<file path="config.mk">
export PLATFORM = sky130hd
export DESIGN_NAME = adc_channel0_input_select_scan
export DESIGN_NICKNAME = d
export VERILOG_FILES = /design/src/logic/adc_channel0_input_select_scan.v /design/src/logic/scan_sequencer.v
export VERILOG_INCLUDE_DIRS = /design/src /design/src/logic
export SDC_FILE = /design/constraint.sdc
export NUM_CORES = 1
export LEC_CHECK = 0
export BUFFER_PORTS_ARGS = -buffer_cell sky130_fd_sc_hd__buf_2
export CORE_ASPECT_RATIO = 1.4
export CORE_MARGIN = 1.5
export CORE_UTILIZATION = 45
export DETAILED_ROUTE_END_ITERATION = 8
export PLACE_DENSITY_LB_ADDON = 0.05
export SYNTH_ARGS = -nofsm -noshare
export SYNTH_HDL_FRONTEND = slang
export SYNTH_HIERARCHICAL = 1
export SYNTH_SLANG_ARGS = --single-unit
</file>
<file path="constraint.sdc">
create_clock -name i_sys_clk -period 8.3 [get_ports i_sys_clk]
set_input_delay 0.415 -clock i_sys_clk [delete_from_list [all_inputs] [get_ports i_sys_clk]]
set_output_delay 0.415 -clock i_sys_clk [all_outputs]
set_load 0.01 [all_outputs]
</file>
<file path="src/logic/input_select_defines.vh">
`ifndef INPUT_SELECT_DEFINES_VH
`define INPUT_SELECT_DEFINES_VH

// register offsets on the plain register port
`define ISEL_ADDR_W 4
`define ISEL_OFF_CH0 4'h0
`define ISEL_OFF_SCAN 4'h1
`define ISEL_OFF_PIN_ANALOG_DIGITAL_BITS 4'h2

// channel 0 select field positions
`define ISEL_NEG_B_BIT 15
`define ISEL_POS_B_HI 12
`define ISEL_POS_B_LO 8
`define ISEL_NEG_A_BIT 7
`define ISEL_POS_A_HI 4
`define ISEL_POS_A_LO 0
`define ISEL_CH0_MASK 16'h9f9f

// nine-bit scan and pin fields
`define ISEL_NUM_AN 9
`define ISEL_AN_MASK 16'h01ff

// reset values
`define ISEL_CH0_RST 16'h0000
`define ISEL_SCAN_RST 16'h0000
`define ISEL_PIN_ANALOG_DIGITAL_BITS_RST 16'h0000

// highest positive select code per variant
`define ISEL_MAX_POS_LARGE 5'h08
`define ISEL_MAX_POS_SMALL 5'h05

// positive mux code for the low reference
`define ISEL_POS_LOW_REF 5'h1f

`endif

</file>
<file path="src/logic/adc_channel0_input_select_scan.v">
`timescale 1ns/1ps
`default_nettype none
`include "input_select_defines.vh"

module adc_channel0_input_select_scan #(
  parameter SMALL_VARIANT = 0
) (
  input wire i_sys_clk,
  input wire i_rst_b,
  input wire i_ce,
  input wire [`ISEL_ADDR_W-1:0] i_addr,
  input wire [15:0] i_wdata,
  input wire i_wr,
  input wire i_rd,
  output reg [15:0] o_rdata,
  input wire i_converter_module_disable,
  input wire i_scan_enable_sample_a,
  input wire i_alternate_sample_enable,
  input wire i_sample_done,
  output reg [4:0] o_pos_input,
  output reg o_neg_is_an1,
  output reg o_sample_is_b,
  output reg [8:0] o_port_read_enable,
  output reg [8:0] o_mux_to_ground
);

  localparam [8:0] PRESENT = (SMALL_VARIANT != 0) ? 9'h03f : 9'h1ff;
  localparam [4:0] MAX_POS = (SMALL_VARIANT != 0) ?
    `ISEL_MAX_POS_SMALL : `ISEL_MAX_POS_LARGE;

  reg [15:0] ch0_select_reg;
  reg [15:0] scan_select_reg;
  reg [15:0] pin_config_reg;
  reg sample_b_reg;
  reg [4:0] pos_next;
  reg neg_next;
  wire [3:0] scan_idx;
  wire scan_none;
  wire [8:0] pin_digital;

  // map a select code to a mux code, absent inputs become the low reference
  function [4:0] pos_code;
    input [4:0] code;
    begin
      if (code <= MAX_POS && PRESENT[code[3:0]]) begin
        pos_code = code;
      end else begin
        pos_code = `ISEL_POS_LOW_REF;
      end
    end
  endfunction

  // ===========================================================
  // register port
  always @(posedge i_sys_clk) begin
    if (!i_rst_b) begin
      ch0_select_reg <= `ISEL_CH0_RST;
      scan_select_reg <= `ISEL_SCAN_RST;
      pin_config_reg <= `ISEL_PIN_ANALOG_DIGITAL_BITS_RST;
      o_rdata <= 16'h0000;
    end else if (i_ce) begin
      if (i_wr) begin
        case (i_addr)
          `ISEL_OFF_CH0: begin
            ch0_select_reg <= i_wdata & `ISEL_CH0_MASK;
          end
          `ISEL_OFF_SCAN: begin
            scan_select_reg <= i_wdata & `ISEL_AN_MASK;
          end
          `ISEL_OFF_PIN_ANALOG_DIGITAL_BITS: begin
            pin_config_reg <= i_wdata & `ISEL_AN_MASK;
          end
          default: begin
          end
        endcase
      end
      o_rdata <= 16'h0000;
      if (i_rd) begin
        case (i_addr)
          `ISEL_OFF_CH0: o_rdata <= ch0_select_reg;
          `ISEL_OFF_SCAN: o_rdata <= scan_select_reg;
          `ISEL_OFF_PIN_ANALOG_DIGITAL_BITS: o_rdata <= pin_config_reg;
          default: o_rdata <= 16'h0000;
        endcase
      end
    end
  end

  // ===========================================================
  // scan sequence
  scan_sequencer u_scan (
    .i_sys_clk(i_sys_clk),
    .i_rst_b(i_rst_b),
    .i_ce(i_ce),
    .i_restart(~i_scan_enable_sample_a),
    .i_step(i_sample_done & ~sample_b_reg),
    .i_scan_bits(scan_select_reg[8:0]),
    .o_index(scan_idx),
    .o_none(scan_none)
  );

  // ===========================================================
  // sample slot and input selection
  always @* begin
    if (sample_b_reg) begin
      pos_next = pos_code(
        ch0_select_reg[`ISEL_POS_B_HI:`ISEL_POS_B_LO]);
      neg_next = ch0_select_reg[`ISEL_NEG_B_BIT];
    end else if (i_scan_enable_sample_a) begin
      // before the first step the index may rest on an unselected input
      if (scan_none || scan_idx > 4'h8 ||
          !scan_select_reg[scan_idx]) begin
        pos_next = `ISEL_POS_LOW_REF;
      end else begin
        pos_next = pos_code({1'b0, scan_idx});
      end
      neg_next = ch0_select_reg[`ISEL_NEG_A_BIT];
    end else begin
      pos_next = pos_code(
        ch0_select_reg[`ISEL_POS_A_HI:`ISEL_POS_A_LO]);
      neg_next = ch0_select_reg[`ISEL_NEG_A_BIT];
    end
  end

  // digital when bit set or converter disabled; absent pins stay digital
  assign pin_digital = ({9{i_converter_module_disable}} |
    pin_config_reg[8:0] | ~PRESENT);

  always @(posedge i_sys_clk) begin
    if (!i_rst_b) begin
      sample_b_reg <= 1'b0;
      o_pos_input <= 5'h00;
      o_neg_is_an1 <= 1'b0;
      o_sample_is_b <= 1'b0;
      o_port_read_enable <= 9'h1ff;
      o_mux_to_ground <= 9'h1ff;
    end else if (i_ce) begin
      if (!i_alternate_sample_enable) begin
        sample_b_reg <= 1'b0;
      end else if (i_sample_done) begin
        sample_b_reg <= ~sample_b_reg;
      end
      o_pos_input <= pos_next;
      o_neg_is_an1 <= neg_next;
      o_sample_is_b <= sample_b_reg;
      o_port_read_enable <= pin_digital;
      o_mux_to_ground <= pin_digital;
    end
  end

endmodule
`default_nettype wire

</file>
<file path="src/logic/scan_sequencer.v">
`timescale 1ns/1ps
`default_nettype none
`include "input_select_defines.vh"

// steps round the inputs whose scan bit is set, one step per slot A sample pulse
module scan_sequencer (
  input wire i_sys_clk,
  input wire i_rst_b,
  input wire i_ce,
  input wire i_restart,
  input wire i_step,
  input wire [8:0] i_scan_bits,
  output wire [3:0] o_index,
  output wire o_none
);

  reg [3:0] idx_reg;
  reg [3:0] idx_next;
  integer k;
  integer nxt;
  reg found;

  // ===========================================================
  // next selected input after the current one, wrapping round
  always @* begin
    idx_next = idx_reg;
    found = 1'b0;
    nxt = 0;
    for (k = 1; k <= `ISEL_NUM_AN; k = k + 1) begin
      nxt = (idx_reg + k) % `ISEL_NUM_AN;
      if (!found && i_scan_bits[nxt]) begin
        idx_next = nxt[3:0];
        found = 1'b1;
      end
    end
  end

  // ===========================================================
  always @(posedge i_sys_clk) begin
    if (!i_rst_b) begin
      idx_reg <= 4'h0;
    end else if (i_ce) begin
      if (i_restart) begin
        idx_reg <= 4'h8;
      end else if (i_step) begin
        idx_reg <= idx_next;
      end
    end
  end

  assign o_index = idx_reg;
  assign o_none = ~|i_scan_bits;

endmodule
`default_nettype wire

</file>
* After elaboration in Yosys (flattened, before gate mapping) *
Memory sizes are Yosys's and may differ from the RTL's. A register that Yosys moved wholly into a read port is not among the register bits.
Index checks and enable logic that the tools add are counted.

storage, ports and cells
  memory bits (read-only) = 48
  memories = 3
  input port bits = 29
  logic and storage cells = 153
  output and inout port bits = 41
  register bits = 67

memories
  memory            depth  bits a word  rd ports  clocked after Yosys merged registers in  wr ports  RTL line                             source
  (name not given)  16     1            1         1                                        0         adc_channel0_input_select_scan.v:45  if (code <= MAX_POS && PRESENT[code[3:0]]) begin
  (name not given)  16     1            1         1                                        0         adc_channel0_input_select_scan.v:45
  (name not given)  16     1            1         1                                        0         adc_channel0_input_select_scan.v:45

cells by class
  divide/modulo/power cells = 9
  equal/unequal tests = 5
  reduce and logical (&&, ||, !) cells = 30
  magnitude comparators = 16
  mux-type cells = 68
  bitwise operators = 3
  add/sub/neg operators = 9

operators by type and width
  operator                                                                number
  32-bit by 6-bit < comparator with 1-bit output (second input constant)  9
  32-bit by 4-bit modulo with 32-bit output (second input constant)       9
  4-bit 2-to-1 mux                                                        17
  16-bit one-hot mux with 3 select lines                                  1
  1-bit binary-select mux with 4-bit select                               10
  1-bit 2-to-1 mux                                                        33
  5-bit 2-to-1 mux                                                        6
  4-bit by 3-bit adder with 5-bit output (second input constant)          4
  16-bit 2-to-1 mux                                                       1
  4-bit by 5-bit < comparator with 1-bit output (second input constant)   3
  3-bit AND reduction                                                     4
  1-bit logical AND                                                       11
  4-bit by 2-bit adder with 5-bit output (second input constant)          2
  4-bit by 4-bit adder with 5-bit output (second input constant)          2
  5-bit by 4-bit <= comparator with 1-bit output (second input constant)  2
  1-bit logical NOT                                                       10
  10-bit by 1-bit != test with 1-bit output (second input constant)       1
  9-bit bitwise OR                                                        1
  9-bit OR reduction                                                      1
  4-bit by 1-bit adder with 5-bit output (second input constant)          1
  4-bit by 1-bit equality test with 1-bit output (second input constant)  1
  4-bit by 2-bit equality test with 1-bit output (second input constant)  1
  4-bit greater-than comparator (second input constant)                   1
  4-bit <= comparator (second input constant)                             1
  other kinds (6)                                                         8

* Depth between registers and ports, before layout *
  word-level depth = 34
  gate-level depth with buffers = 30
  mapped depth without buffers = 21

* Hierarchy *
The synthesis kept the hierarchy.

by module, submodules not included
  module                          instances  area each (µm²)  cells each
  scan_sequencer                  1          5509.0           779
  adc_channel0_input_select_scan  1          2939.1           313

* Worst setup path before layout *
Ideal clock, no wire load.

  path type = register to register
  start = register u_scan.idx_reg[0] (netlist: u_scan/o_index[0])
  end = register u_scan.idx_reg[2] (netlist: u_scan/o_index[2])
  period minus slack after synthesis = 7547 ps
  slack = 753 ps
  stages on the path, launching flop included = 30
  setup time = 117 ps
  data required time = 8183 ps
  arrival = 7430 ps
  cells stage by stage = dfxtp_1 buf_2 buf_2 clkbuf_1 clkbuf_1 buf_2 buf_2 clkbuf_1 inv_1 ha_1 clkbuf_1 inv_2 ha_1 o41a_4 xnor2_4 inv_1 ha_1 nor2b_1 nand2_1 o211ai_1 a22oi_1 o22ai_1 xnor2_1 mux2i_1 or4_4 or3_1 buf_2 o311ai_1 o211ai_1 a22o_1

between the ends
  word-level cells in the longest chain between the ends = 32
  elaborated cells between the ends (all ways) = 82

RTL lines
  item                                                                                RTL line             source
  start, declared                                                                     scan_sequencer.v:17  reg [3:0] idx_reg;
  start signal, assigned                                                              scan_sequencer.v:46  idx_reg <= idx_next;
  branches (longest 32 deep; another with 32-bit by 4-bit modulo with 32-bit output)  n/a

Several ways; the timed one is not identified. The select of a mux whose other input is x is not followed.
A chain may end at the register's enable or synchronous reset.

* Worst setup path after layout *
  start = register u_scan.idx_reg[2] (netlist: u_scan/o_index[2])
  end = register u_scan.idx_reg[2] (netlist: u_scan/o_index[2])

The elaborated chain is that of the path after synthesis.

==> flow_summary.json <==
{
  "wl_met3_um": 924,
  "grt_start_max_net_pins": 66,
  "clockBufferDepth": 2,
  "routed_wirelength_um": 26900,
  "synthTopCellsByCount": "92 x nand2_1, 74 x nor2b_1, 70 x mux2i_1",
  "wl_met2_um": 13500,
  "ys_seq_elements": 65,
  "insertedDiodeCount": 0,
  "die-height_um": 165,
  "worst_pin_slew_ps": 898,
  "ant_nets": 0,
  "met1_length_um": 11100,
  "insertion_delay_ps": 330,
  "n_fill_cell": 1883,
  "vias_per_cell": 6.23,
  "fp.coreArea_um2": 18500,
  "ir_worst_vdd_uv": 169,
  "grt_pass1_wl_um": 42000,
  "largest_register_ffs": 14,
  "post-cts-setup-buffer-count": 0,
  "area_growth_pct": 7.55,
  "grt.overflow.total": 0,
  "status": "finished clean",
  "critPathMaxFanout": 21,
  "cp_slowest_cell": "o311ai_0",
  "rr_endpoint": "u_scan/o_index[2]$_SDFFE_PN0P_",
  "crit_path_start": "u_scan/o_index[2]$_SDFFE_PN0P_",
  "layout.cells.non_filler": 1355,
  "yosysSeqAreaShare": 0.154,
  "cts_resized": 0,
  "io_buffers": 65,
  "yosysMostFrequentCell": "nand2_1",
  "cpPeakStageDelay_ps": 760,
  "final_layout_size_suffix_gt1_frac": 0.145,
  "synth.largest_area_cell": "dfxtp_1",
  "p_total_mw": 2.57,
  "whs_path_depth": 3,
  "grt_setup_unrepaired": "false",
  "drt_iter0_drc": 515,
  "critPathKind": "flip-flop to flip-flop",
  "period_share": 0.825,
  "synth_edf_count": 0,
  "cp-endpoint": "u_scan/o_index[2]$_SDFFE_PN0P_",
  "drtPass1Iterations": 7,
  "gp_congestion": 0.961,
  "fin_crit_ps": 6850,
  "crit_path_cell_trace": "inv_1 -> ha_1 -> buf_4 -> or4b_2 -> o22a_1 -> inv_1 -> ha_1 -> inv_1 -> o311ai_0 -> o21ai_1 -> and3_1 -> a311o_1 -> mux2i_1 -> nand2_1 -> or4_4 -> or3_1 -> o311ai_1 -> o211ai_1 -> a22o_1",
  "fin_util": 0.490,
  "ys_warn_count": 6,
  "numCtsBuffers": 9,
  "htree_levels": 3,
  "dieArea_um2": 19600,
  "io_pins": 70,
  "fin_skew_ps": 6.20,
  "hold_buffers": 0,
  "wl_per_cell_um": 19.8,
  "worst_hold_path_type": "input port to flip-flop",
  "drv_slew": 0,
  "arrival_ps": 7070,
  "syn_area_per_cell_um2": 7.74,
  "relSlewSlack": 0.402,
  "drc_errors": 0,
  "syn_area_um2": 8450,
  "hold_ws_ps": 334,
  "finalWorstSetupSlack_ps": 1450,
  "grt_usage": 0.267,
  "grt_pass1_vias": 7858,
  "clock-sinks": 65,
  "crit_cells": 19,
  "start_kind": "flip-flop",
  "pre_cts_ws_ps": 1570,
  "r2r_setup_slack_ps": 1450,
  "synth.distinct_cells": 101,
  "final_nets": 1188,
  "synthArstFlopShare": 0,
  "root_buffer": "clkbuf_16",
  "critPathTopFamily": "compound AO/OA/AOI/OAI gates",
  "final_cell_area_um2": 9090,
  "placedCellCount": 1339,
  "path_clk_slew_ps": 60,
  "syn_inst": 1092,
  "rr_startpoint": "u_scan/o_index[2]$_SDFFE_PN0P_",
  "fp.dieW_um": 119,
  "cp.required_ps": 8520,
  "p_leak_nw": 3.68,
  "hold_start": "i_wdata[10]",
  "cts_tree": "done",
  "p_per_area_nw_per_um2": 283,
  "worstPathBufferInverterCount": 4,
  "yosysTopAreaCellShare": 0.154,
  "top_layer_used": "met4",
  "synth-main-ff-cell": "dfxtp_1",
  "crit_top_cell": "inv_1",
  "synth_area_leaders": "dfxtp_1 15%, mux2i_1 8.3%, ha_1 7.8%, nor2b_1 5.5%, nand2_1 4.1%",
  "placed_area_um2": 8780,
  "start_util": 0.456,
  "vias": 8439,
  "placementRows": 59,
  "hpwl_um": 19700,
  "hold_viol": 0,
  "drv_cap": 0,
  "antenna_found_initial": 0,
  "fin_setup_tns_ps": 0,
  "max_clock_freq_mhz": 146,
  "reg2regPathDepth": 19,
  "setup_viol": 0,
  "cp-end-kind": "flip-flop"
}
[cell families (layout without fill, tap and decap cells)]
kind of cell | Yosys count | count (layout) | share of synthesized area
and+or+nand+nor | 391 | 391 | 0.251
AOI/OAI and AO/OA | 335 | 335 | 0.290
buffers and inverters | 124 | 142 | 0.0698
muxes | 89 | 89 | 0.116
DFF | 65 | 65 | 0.154
adders and majority gates | 53 | 53 | 0.0785
xor gates and xnor gates | 34 | 34 | 0.0397
other | 1 | 2 | 0.000444
[cells in the final DEF, fill, tap and decap left out, types with 7 or more instances in the layout]
cell type	n
or2_2	9
nand2_1	92
nand2b_1	15
o21ai_0	47
and3_1	13
xnor2_1	26
inv_1	41
a311oi_1	8
and2_1	9
nor2_1	61
dfxtp_1	64
mux2_2	13
o211ai_1	12
nor2b_1	74
nor4_1	8
nand3b_1	12
o31ai_1	13
nand4_1	11
a21o_1	14
o2bb2ai_1	9
a211oi_1	13
buf_2	65
o2111ai_1	14
clkbuf_16	9
a31oi_1	16
buf_4	15
nor3b_1	7
a22o_1	7
nand3_1	27
o22ai_1	11
nor3_1	18
ha_1	53
a21oi_1	66
mux2i_1	70
[how the worst min path moves through the flow]
| stage | end |
|---|---|
| 6_report | ch0_select_reg[10]$_SDFFE_PN0P_ |
| 5_1_grt | ch0_select_reg[15]$_SDFFE_PN0P_ |
| 4_1_cts | ch0_select_reg[10]$_SDFFE_PN0P_ |
| 3_5_place_dp | o_pos_input[3]$_SDFFE_PN0P_ |
| 3_3_place_gp | o_pos_input[3]$_SDFFE_PN0P_ |
| 2_1_floorplan | o_pos_input[3]$_SDFFE_PN0P_ |
[layer usage]
metal | track usage | vias up
li1 | - | 4116
met1 | 0.301 | 4032
met2 | 0.495 | 222
met3 | 0.0230 | 69
met4 | 0.152 | 0
met5 | 0 | -
[cell type report]
class	instances	area [um^2]	share of cell area
Clock inverter	6	65.1	0.00716
Sequential cell	65	1310	0.144
Multi-Input combinational cell	904	6560	0.722
Timing Repair Buffer	80	438	0.0482
Inverter	46	173	0.0190
Tap cell	244	305	0.0336
Clock buffer	10	239	0.0263
[power breakdown]
part	leakage (nW)	internal (mW)	switching, mW
combinational	3.01	0.686	1.14
clock	0.145	0.241	0.146
sequential	0.528	0.324	0.0338
total	3.68	1.25	1.32
[worst min-delay path, cell delays in order]
cell and delay [ps]:
buf_2 70, mux2i_1 50, nor2b_1 90
No activity file was read; power rests on OpenSTA's default activity.
